$ cat config.mk
export PLATFORM = sky130hd
export DESIGN_NAME = sfp_port
export DESIGN_NICKNAME = d
export VERILOG_FILES = /design/src/design/sfp_pkg.sv /design/src/design/sfp_fifo.sv /design/src/design/sfp_port.sv
export SDC_FILE = /design/constraint.sdc
export NUM_CORES = 1
export LEC_CHECK = 0
export ABC_CLOCK_PERIOD_IN_PS = 14400
export BUFFER_PORTS_ARGS = -buffer_cell sky130_fd_sc_hd__buf_2
export CAP_MARGIN = 25
export CORE_UTILIZATION = 40
export CTS_CLUSTER_DIAMETER = 30
export DETAILED_ROUTE_END_ITERATION = 8
export HOLD_SLACK_MARGIN = 0.08
export PLACE_DENSITY_LB_ADDON = 0.08
export RECOVER_POWER = 100
export SLEW_MARGIN = 10
export SYNTH_ARGS = -nofsm -noshare
export SYNTH_HDL_FRONTEND = slang
export SYNTH_SLANG_ARGS = --single-unit
$ cat constraint.sdc
create_clock -name ref_clk -period 14.4 [get_ports ref_clk]
set_clock_uncertainty 0.2 [all_clocks]
set_input_delay 1.44 -clock ref_clk [delete_from_list [all_inputs] [get_ports ref_clk]]
set_output_delay 1.44 -clock ref_clk [all_outputs]
set_load 0.02 [all_outputs]
$ cat src/design/sfp_pkg.sv
`default_nettype none
package sfp_pkg;
    // Wishbone byte addresses
    localparam logic [3:0] ADR_STAT = 4'h0;
    localparam logic [3:0] ADR_CON1 = 4'h4;
    localparam logic [3:0] ADR_CON2 = 4'h8;
    localparam logic [3:0] ADR_BUF = 4'hc;

    // Status and control fields
    localparam int STAT_EN = 15;
    localparam int STAT_SIDL = 13;
    localparam int STAT_BEC_LO = 8;
    localparam int STAT_ROV = 6;
    localparam int STAT_TBF = 1;
    localparam int STAT_RBF = 0;
    localparam logic [15:0] STAT_RMASK = 16'ha743;

    // Control one fields
    localparam int CON1_CLK_OFF = 12;
    localparam int CON1_SDO_OFF = 11;
    localparam int CON1_WIDE = 10;
    localparam int CON1_SAMP_END = 9;
    localparam int CON1_CKE = 8;
    localparam int CON1_SEL_EN = 7;
    localparam int CON1_IDLE_HI = 6;
    localparam int CON1_MASTER = 5;
    localparam int CON1_SEC_LO = 2;
    localparam int CON1_PRI_LO = 0;
    localparam logic [15:0] CON1_MASK = 16'h1fff;

    // Control two fields
    localparam int CON2_FRMEN = 15;
    localparam int CON2_FSD = 14;
    localparam int CON2_FPOL = 13;
    localparam int CON2_FE = 1;
    localparam int CON2_BEN = 0;
    localparam logic [15:0] CON2_MASK = 16'he003;

    localparam logic [15:0] RST_VAL = 16'h0000;

    // Buffer and word geometry
    localparam int WORD_W = 16;
    localparam int FIFO_DEPTH = 8;
    localparam int PTR_W = 3;
    localparam logic [3:0] LIMIT_FIFO = 4'h8;
    localparam logic [3:0] LIMIT_STD = 4'h1;
    localparam logic [5:0] EDGES_WORD = 6'h20;
    localparam logic [5:0] EDGES_BYTE = 6'h10;
    localparam logic [4:0] LAST_BIT_WORD = 5'h0f;
    localparam logic [4:0] LAST_BIT_BYTE = 5'h07;
    localparam logic [3:0] SEC_BASE = 4'h8;

    typedef enum logic [1:0] {
        SFP_IDLE = 2'b00,
        SFP_PRE = 2'b01,
        SFP_SHIFT = 2'b10
    } sfp_mstate_e;

    typedef struct packed {
        logic sck_i;
        logic sdi_i;
        logic ss_i;
    } sfp_pin_in_s;

    typedef struct packed {
        logic sck_o;
        logic sck_oe;
        logic sdo_o;
        logic sdo_oe;
        logic ss_o;
        logic ss_oe;
    } sfp_pin_out_s;
endpackage : sfp_pkg
`default_nettype wire

$ cat src/design/sfp_fifo.sv
`default_nettype none
module sfp_fifo (
    // Clock and reset
    input wire logic clk,
    input wire logic rst_n,
    // Control
    input wire logic flush,
    input wire logic [3:0] limit,
    // Fill side
    input wire logic in_valid,
    output logic in_ready,
    input wire logic [sfp_pkg::WORD_W-1:0] in_data,
    // Drain side
    output logic out_valid,
    input wire logic out_ready,
    output logic [sfp_pkg::WORD_W-1:0] out_data,
    output logic [3:0] count
);
    import sfp_pkg::*;

    logic [WORD_W-1:0] mem_r [FIFO_DEPTH];
    logic [PTR_W-1:0] wp_r;
    logic [PTR_W-1:0] rp_r;
    logic [3:0] cnt_r;

    wire push = in_valid & in_ready;
    wire pop = out_valid & out_ready;

    // Limit of one gives the single holding buffer
    assign in_ready = cnt_r < limit;
    assign out_valid = cnt_r != 4'h0;
    assign out_data = mem_r[rp_r];
    assign count = cnt_r;

    genvar i;
    for (i = 0; i < FIFO_DEPTH; i++) begin : g_ent
        always_ff @(posedge clk) begin
            if (push && wp_r == PTR_W'(i)) begin
                mem_r[i] <= in_data;
            end
        end
    end

    always_ff @(posedge clk) begin
        if (!rst_n || flush) begin
            wp_r <= '0;
            rp_r <= '0;
            cnt_r <= 4'h0;
        end else begin
            wp_r <= wp_r + PTR_W'(push);
            rp_r <= rp_r + PTR_W'(pop);
            cnt_r <= cnt_r + {3'h0, push} - {3'h0, pop};
        end
    end
endmodule : sfp_fifo
`default_nettype wire

$ cat src/design/sfp_port.sv
`default_nettype none
module sfp_port (
    // Clock and reset
    input wire logic ref_clk,
    input wire logic rst_n,
    // Wishbone slave
    input wire logic wb_cyc_i,
    input wire logic wb_stb_i,
    input wire logic wb_we_i,
    input wire logic [3:0] wb_adr_i,
    input wire logic [3:0] wb_sel_i,
    input wire logic [31:0] wb_dat_i,
    output logic [31:0] wb_dat_o,
    output logic wb_ack_o,
    // Core power state
    input wire logic cpu_idle,
    // Serial pins
    input wire sfp_pkg::sfp_pin_in_s pin_i,
    output sfp_pkg::sfp_pin_out_s pin_o
);
    import sfp_pkg::*;

    logic en_r;
    logic sidl_r;
    logic rov_r;
    logic [15:0] con1_r;
    logic [15:0] con2_r;
    logic ack_r;
    logic [31:0] rdat_r;
    sfp_mstate_e mstate_r;
    logic [9:0] div_r;
    logic [5:0] edge_r;
    logic sck_r;
    logic fs_r;
    logic [15:0] tx_sr_r;
    logic [15:0] rx_sr_r;
    logic sck_prev_r;
    logic [4:0] scnt_r;
    logic sr_valid_r;
    logic armed_r;

    // Bus decode
    wire req = wb_cyc_i & wb_stb_i & ~ack_r;
    // Write lands on the ack edge, where the master samples it
    wire wr = wb_cyc_i & wb_stb_i & ack_r & wb_we_i;
    wire rd = req & ~wb_we_i;
    wire sel_stat = wb_adr_i == ADR_STAT;
    wire sel_con1 = wb_adr_i == ADR_CON1;
    wire sel_con2 = wb_adr_i == ADR_CON2;
    wire sel_buf = wb_adr_i == ADR_BUF;
    wire [15:0] wmask = {{8{wb_sel_i[1]}}, {8{wb_sel_i[0]}}};
    wire [15:0] wdat = wb_dat_i[15:0];

    // Configuration fields
    wire clk_off = con1_r[CON1_CLK_OFF];
    wire sdo_off = con1_r[CON1_SDO_OFF];
    wire wide = con1_r[CON1_WIDE];
    wire samp_end = con1_r[CON1_SAMP_END];
    wire cke = con1_r[CON1_CKE];
    wire sel_en = con1_r[CON1_SEL_EN];
    wire idle_hi = con1_r[CON1_IDLE_HI];
    wire mst = con1_r[CON1_MASTER];
    wire frmen = con2_r[CON2_FRMEN];
    wire fsd = con2_r[CON2_FSD];
    wire fpol = con2_r[CON2_FPOL];
    wire fe = con2_r[CON2_FE];
    wire ben = con2_r[CON2_BEN];

    wire halt = sidl_r & cpu_idle;
    wire run = en_r & ~halt;
    wire [5:0] nedge = wide ? EDGES_WORD : EDGES_BYTE;
    wire [4:0] last_bit = wide ? LAST_BIT_WORD : LAST_BIT_BYTE;

    // Buffers
    wire [3:0] limit = ben ? LIMIT_FIFO : LIMIT_STD;
    wire tx_in_valid = wr & sel_buf & (|wb_sel_i[1:0]);
    wire tx_in_ready;
    wire tx_out_valid;
    wire [15:0] tx_out_data;
    wire [3:0] tx_cnt;
    wire rx_in_ready;
    wire rx_out_valid;
    wire rx_out_ready = rd & sel_buf;
    wire [15:0] rx_out_data;
    wire [3:0] rx_cnt;

    // Prescaler and shift clock divider
    wire [1:0] pri_sel = con1_r[CON1_PRI_LO +: 2];
    wire [2:0] sec_sel = con1_r[CON1_SEC_LO +: 3];
    wire [6:0] prim_div = 7'h01 << {~pri_sel, 1'b0};
    wire [3:0] sec_div = SEC_BASE - {1'b0, sec_sel};
    wire [9:0] ratio = {3'h0, prim_div} * {6'h00, sec_div};
    wire [9:0] half_lo = ratio >> 1;
    wire [9:0] half_a = (half_lo == 10'h000) ? 10'h001 : half_lo;
    wire [9:0] half_b = ratio - half_lo;
    wire [9:0] cur_half = edge_r[0] ? half_b : half_a;
    // Ratio one cannot toggle twice per clock, so it runs at half rate
    wire tick = ~halt & ((div_r + 10'h001) >= cur_half);

    // Master engine decode
    wire fs_in_act = pin_i.ss_i == fpol;
    wire m_on = en_r & mst;
    wire m_start = m_on & ~halt & (mstate_r == SFP_IDLE) & tx_out_valid
        & (~(frmen & fsd) | fs_in_act);
    wire m_shifting = m_on & (mstate_r == SFP_SHIFT) & tick;
    wire m_end = m_shifting & (edge_r == nedge);
    wire m_edge = m_shifting & (edge_r != nedge);
    wire is_chg = cke ? edge_r[0] : ~edge_r[0];
    wire chg_nz = is_chg & (edge_r != 6'h00);
    wire m_shift = m_edge & chg_nz;
    wire m_samp = m_edge & (samp_end ? chg_nz : ~is_chg);
    wire m_end_samp = m_end & samp_end & ~cke;

    // Slave engine decode
    wire s_on = en_r & ~mst;
    wire s_act = s_on & ~halt;
    wire s_rise = pin_i.sck_i & ~sck_prev_r;
    wire s_fall = ~pin_i.sck_i & sck_prev_r;
    wire s_lead = idle_hi ? s_fall : s_rise;
    wire s_trail = idle_hi ? s_rise : s_fall;
    wire s_go = frmen ? (~fsd | armed_r | fs_in_act) : (~sel_en | ~pin_i.ss_i);
    wire s_chg = s_act & s_go & (cke ? s_trail : s_lead) & (scnt_r != 5'h00);
    wire s_samp = s_act & s_go & (cke ? s_lead : s_trail);
    wire s_end = s_samp & (scnt_r == last_bit);
    wire s_load = s_act & ~sr_valid_r & tx_out_valid & (scnt_r == 5'h00);
    wire s_fs = sr_valid_r & (scnt_r == 5'h00);

    // Word completion
    wire tx_pop = m_start | s_load;
    wire word_done = m_end | s_end;
    wire [15:0] rx_shift = {rx_sr_r[14:0], pin_i.sdi_i};
    wire [15:0] rx_word = (m_end_samp | s_end) ? rx_shift : rx_sr_r;
    wire [15:0] rx_push_data = wide ? rx_word : {8'h00, rx_word[7:0]};
    wire rx_in_valid = word_done & rx_in_ready;
    wire rov_set = word_done & ~rx_in_ready;
    wire [15:0] load_word = wide ? tx_out_data : {tx_out_data[7:0], 8'h00};

    // Status readback
    wire tbf = ~tx_in_ready;
    wire rbf = ~rx_in_ready;
    wire [3:0] bec_src = mst ? tx_cnt : rx_cnt;
    wire [2:0] bec = bec_src[3] ? 3'h7 : bec_src[2:0];
    wire [15:0] stat_rd = {en_r, 1'b0, sidl_r, 2'b00, bec, 1'b0, rov_r, 4'h0, tbf, rbf};
    wire [15:0] rd_mux = sel_stat ? stat_rd :
        sel_con1 ? con1_r :
        sel_con2 ? con2_r :
        sel_buf ? rx_out_data : 16'h0000;

    sfp_fifo u_tx_fifo (
        .clk(ref_clk),
        .rst_n(rst_n),
        .flush(~en_r),
        .limit(limit),
        .in_valid(tx_in_valid),
        .in_ready(tx_in_ready),
        .in_data(wdat),
        .out_valid(tx_out_valid),
        .out_ready(tx_pop),
        .out_data(tx_out_data),
        .count(tx_cnt)
    );

    sfp_fifo u_rx_fifo (
        .clk(ref_clk),
        .rst_n(rst_n),
        .flush(~en_r),
        .limit(limit),
        .in_valid(rx_in_valid),
        .in_ready(rx_in_ready),
        .in_data(rx_push_data),
        .out_valid(rx_out_valid),
        .out_ready(rx_out_ready),
        .out_data(rx_out_data),
        .count(rx_cnt)
    );

    // Registers and bus answer
    always_ff @(posedge ref_clk) begin
        if (!rst_n) begin
            en_r <= 1'b0;
            sidl_r <= 1'b0;
            rov_r <= 1'b0;
            con1_r <= RST_VAL;
            con2_r <= RST_VAL;
            ack_r <= 1'b0;
            rdat_r <= 32'h0000_0000;
        end else begin
            ack_r <= req;
            if (rd) begin
                rdat_r <= {16'h0000, rd_mux};
            end
            if (wr && sel_stat && wb_sel_i[1]) begin
                en_r <= wdat[STAT_EN];
                sidl_r <= wdat[STAT_SIDL];
            end
            if (wr && sel_con1) begin
                con1_r <= ((con1_r & ~wmask) | (wdat & wmask)) & CON1_MASK;
            end
            if (wr && sel_con2) begin
                con2_r <= ((con2_r & ~wmask) | (wdat & wmask)) & CON2_MASK;
            end
            // Set wins over a clearing write in the same cycle
            if (rov_set) begin
                rov_r <= 1'b1;
            end else if (wr && sel_stat && wb_sel_i[0] && !wdat[STAT_ROV]) begin
                rov_r <= 1'b0;
            end
        end
    end

    assign wb_ack_o = ack_r;
    assign wb_dat_o = rdat_r;

    // Master clock and frame sequencing
    always_ff @(posedge ref_clk) begin
        if (!rst_n) begin
            mstate_r <= SFP_IDLE;
            div_r <= 10'h000;
            edge_r <= 6'h00;
            sck_r <= 1'b0;
            fs_r <= 1'b0;
        end else if (!m_on) begin
            mstate_r <= SFP_IDLE;
            div_r <= 10'h000;
            edge_r <= 6'h00;
            sck_r <= idle_hi;
            fs_r <= 1'b0;
        end else if (m_start) begin
            mstate_r <= (frmen & ~fsd & ~fe) ? SFP_PRE : SFP_SHIFT;
            div_r <= 10'h000;
            edge_r <= 6'h00;
            fs_r <= frmen & ~fsd;
        end else if (mstate_r == SFP_IDLE) begin
            sck_r <= idle_hi;
        end else if (mstate_r == SFP_PRE && tick) begin
            // Sync pulse fills one bit time ahead of the first edge
            div_r <= 10'h000;
            edge_r <= edge_r[0] ? 6'h00 : 6'h01;
            if (edge_r[0]) begin
                mstate_r <= SFP_SHIFT;
                fs_r <= 1'b0;
            end
        end else if (m_edge) begin
            div_r <= 10'h000;
            edge_r <= edge_r + 6'h01;
            sck_r <= ~sck_r;
            if (edge_r == 6'h01) begin
                fs_r <= 1'b0;
            end
        end else if (m_end) begin
            mstate_r <= SFP_IDLE;
            div_r <= 10'h000;
            edge_r <= 6'h00;
        end else if (!halt) begin
            div_r <= div_r + 10'h001;
        end
    end

    // Shared shift registers, data leaves msb first
    always_ff @(posedge ref_clk) begin
        if (!rst_n) begin
            tx_sr_r <= 16'h0000;
            rx_sr_r <= 16'h0000;
        end else begin
            if (tx_pop) begin
                tx_sr_r <= load_word;
            end else if (m_shift || s_chg) begin
                tx_sr_r <= {tx_sr_r[14:0], 1'b0};
            end
            if (m_samp || s_samp) begin
                rx_sr_r <= rx_shift;
            end
        end
    end

    // Slave bit counting and frame arming
    always_ff @(posedge ref_clk) begin
        if (!rst_n) begin
            sck_prev_r <= 1'b0;
            scnt_r <= 5'h00;
            sr_valid_r <= 1'b0;
            armed_r <= 1'b0;
        end else begin
            sck_prev_r <= pin_i.sck_i;
            if (!s_on) begin
                scnt_r <= 5'h00;
                sr_valid_r <= 1'b0;
                armed_r <= 1'b0;
            end else begin
                if (s_end) begin
                    scnt_r <= 5'h00;
                end else if (s_samp) begin
                    scnt_r <= scnt_r + 5'h01;
                end else if (!s_go) begin
                    scnt_r <= 5'h00;
                end
                if (s_load) begin
                    sr_valid_r <= 1'b1;
                end else if (s_end) begin
                    sr_valid_r <= 1'b0;
                end
                if (s_end) begin
                    armed_r <= 1'b0;
                end else if (frmen && fsd && fs_in_act) begin
                    armed_r <= 1'b1;
                end
            end
        end
    end

    // Pin drive
    wire fs_act = mst ? fs_r : s_fs;
    assign pin_o.sck_o = sck_r;
    assign pin_o.sck_oe = en_r & mst & ~clk_off;
    assign pin_o.sdo_o = tx_sr_r[15];
    assign pin_o.sdo_oe = en_r & ~sdo_off & (mst | frmen | ~sel_en | ~pin_i.ss_i);
    assign pin_o.ss_o = fpol ? fs_act : ~fs_act;
    assign pin_o.ss_oe = en_r & frmen & ~fsd;
endmodule : sfp_port
`default_nettype wire

==> results.ini <==
[outcome]
status=finished, violations left
violations=capacitance limit, slew limit

[sta]
rsz0062_at_grt=no
tns_ns=0
tightest_slew_ns=2.64
worst_slack_ns=5.65
fin_crit_ns=8.75
maxSlewViolCount=106
timing.hold.ws_ns=0.257
final.period_utilization_pct=60.7
setup_viol=0
clock.fmax_mhz=114
maxSlewHeadroom_pct=-75.9
finalHoldViolCount=0

[critical_path]
start_kind=register
crit_top_cell=ha_1
end_kind=register
max_stage_delay_ns=1.87
crit_fanout=16
crit_type=register to register
cp.arrival_ns=8.70
worst_ep_required_time_ns=14.36
path_cells=nor2b_1, and2_0, ha_1, inv_1, fa_1, inv_1, ha_1, xor2_1, inv_1, ha_1, o21ai_0, a21oi_1, or2_2, and3_1, o21ai_0, xnor2_1, ha_1, a21oi_1, nand2_1, a211oi_1, o21ai_0, a31oi_1, mux2i_1
worst_path_max_delay_cell=a31oi_1

[detailed_routing]
drt-initial-drc-count=793
ant_nets=0
drc=0
wire_per_inst_um=20.4
wirelength_mm=42.6
first_pass_iters=7
vias_per_cell=5.36
num_vias=11200

[clock_network]
cts.path.max_buffers=3
cts_setup_buffers=0
clk_pin_slew_ns=0.04
cts_max_level=3
clk_latency_ns=0.61
cts_root_buf=clkbuf_16
holdBufCountCts=0
cts-resized-gates=0
cts_tree=built
numCtsBuffers=85
clock_sinks=374

[synthesis]
ys_seq_elements=374
synth_area_per_cell_sq_um=12.9
synth_top_area_share_pct=44.4
yosys.cell_types.count=72
ys_warn_count=0
async_flop_share_pct=0
synth_common_cells=edfxtp_1 (256), dfxtp_1 (118), nand2_1 (108), nor2_1 (106), mux2i_1 (68)
synth-edff-count=256
ys_top_cells_by_area=edfxtp_1 (44%), dfxtp_1 (14%), mux4_2 (8.3%), ha_1 (4.0%), mux2i_1 (3.9%)
synthFlopType=edfxtp_1
yosysMostFrequentCell=edfxtp_1
synthesis.area_sq_mm=0.0173
synthCells=1339
synth_top_area_cell=edfxtp_1
ys_seq_area_share_pct=58.0

[layout]
final_cells=2093
layout.nets=1553
regArea_sq_mm=0.0101
final_area_sq_mm=0.0211
area_growth_syn_to_layout_pct=22.0
layout-drive-gt1-share_pct=17.4
fillCellCount=3742
multi_input_area_sq_mm=0.00673
post-route-util_pct=49.9
diodes=0

[global_routing]
track_usage_pct=19.9
grt_pass1_vias=11000
grt_pass1_wl_mm=65.8
antenna_found_initial=0
grt_overflow=0
grt_max_degree=53

[placed_design]
placedCellCount=1931
routabilityCongestion=0.844
place_ws_ns=7.02
portBuffers=53
dpl_cell_area_sq_mm=0.0183
hpwl_mm=27.2

[power]
p_total_mw=3.16
p_leak_nw=7.12
vdd_drop_max_v=0.000100
power_density_mw_per_mm2=150

[die]
die_w_um=210
num_io_pins=88
initial_core_util_pct=40.9
rows=75
die_h_um=210
design.die.area_sq_mm=0.0441
core_area_sq_mm=0.0423

[flow_run]
maxCapViolCount=3

[worst_hold_path]
hold_class=register to register

worst max-delay path, delay by kind of cell, from the launching register on:
kind / cells / cell delay (ns)
flops: 1 / 0.55
simple gates: 5 / 1.04
fa+ha+maj: 5 / 1.55
buf+inv: 3 / 0.27
compound gates: 7 / 3.39
xor+xnor: 2 / 0.62
mux: 1 / 0.66
metal layers:
metal | vias to the layer above | share of wire (%) | track usage [%]
met5 | - | 0 | 0
met3 | 70 | 5.3 | 4.68
met2 | 281 | 45 | 29.5
met4 | 0 | 1.8 | 6.04
met1 | 5588 | 48 | 28.8
li1 | 5272 | - | -
flip-flops by register name (all words and copies together) (netlist names), 2 cells and up, named ones only:
register,count
mstate_r,2
u_tx_fifo.count,4
u_tx_fifo.wp_r,3
u_rx_fifo.wp_r,3
scnt_r,5
u_tx_fifo.rp_r,3
edge_r,6
u_tx_fifo.mem_r,128
div_r,10
rx_sr_r,16
tx_sr_r,16
wb_dat_o,16
u_rx_fifo.rp_r,3
u_rx_fifo.count,4
u_rx_fifo.mem_r,128
report_power, final:
group	internal [mW]	total, mW	switching [mW]
Combinational	0.00732	0.0354	0.0281
Sequential	1.15	1.15	0.00176
Clock	1.34	1.98	0.636
final cells by class:
cell class                      count  share of cell area [%]
Inverter                           44                   0.781
Timing Repair Buffer               88                    2.11
Clock inverter                     58                    3.43
Multi-Input combinational cell    850                    31.8
Sequential cell                   374                    47.6
Clock buffer                      102                    10.9
Tap cell                          577                    3.42
kinds of logic (layout without fill, tap and decap cells):
group                    after synthesis  in the layout  share of synthesized area, %
other                                  1             16                        0.0216
adder cells (fa/ha/maj)               61             61                          4.62
buffers and inverters                130            292                          3.44
AND/OR/NAND/NOR                      394            394                          11.0
flip-flops                           374            374                          58.0
AO/OA/AOI/OAI                        193            193                          7.56
multiplexers                         152            152                          13.6
XOR/XNOR                              34             34                          1.72
cells in the final DEF, fill, tap and decap left out, types with 8 or more instances in the layout:
| cell | Yosys | layout |
|---|---|---|
| a211oi_1 | 36 | 36 |
| a21oi_1 | 43 | 44 |
| a31oi_1 | 12 | 13 |
| and2_1 | 21 | 20 |
| and3_1 | 19 | 19 |
| buf_2 | 8 | 13 |
| buf_4 | 22 | 9 |
| bufinv_16 | 0 | 11 |
| clkbuf_1 | 52 | 71 |
| clkbuf_16 | 0 | 88 |
| clkinv_1 | 1 | 8 |
| clkinv_2 | 0 | 13 |
| clkinvlp_4 | 0 | 9 |
| conb_1 | 1 | 16 |
| dfxtp_1 | 118 | 116 |
| edfxtp_1 | 256 | 256 |
| ha_1 | 56 | 56 |
| inv_1 | 43 | 43 |
| mux2_1 | 0 | 8 |
| mux2_2 | 17 | 11 |
| mux2i_1 | 68 | 68 |
| mux4_2 | 64 | 64 |
| nand2_1 | 108 | 108 |
| nand2b_1 | 14 | 14 |
| nand3_1 | 38 | 38 |
| nor2_1 | 106 | 106 |
| nor2b_1 | 11 | 11 |
| nor3_1 | 32 | 31 |
| o21ai_0 | 36 | 37 |
| xnor2_1 | 23 | 23 |
| xor2_1 | 11 | 11 |
path summary, 6_finish.rpt:
path	from	end	slack, ns	cells past startpoint
setup reg to reg	register	u_rx_fifo.mem_r[4][10]	5.65	23
hold reg to reg	tx_sr_r[2]	tx_sr_r[2]	0.26	2
setup / recovery	register	u_rx_fifo.mem_r[4][10]	5.65	23
hold / removal	tx_sr_r[2]	tx_sr_r[2]	0.26	2
Power figures use the tool's default switching activity.
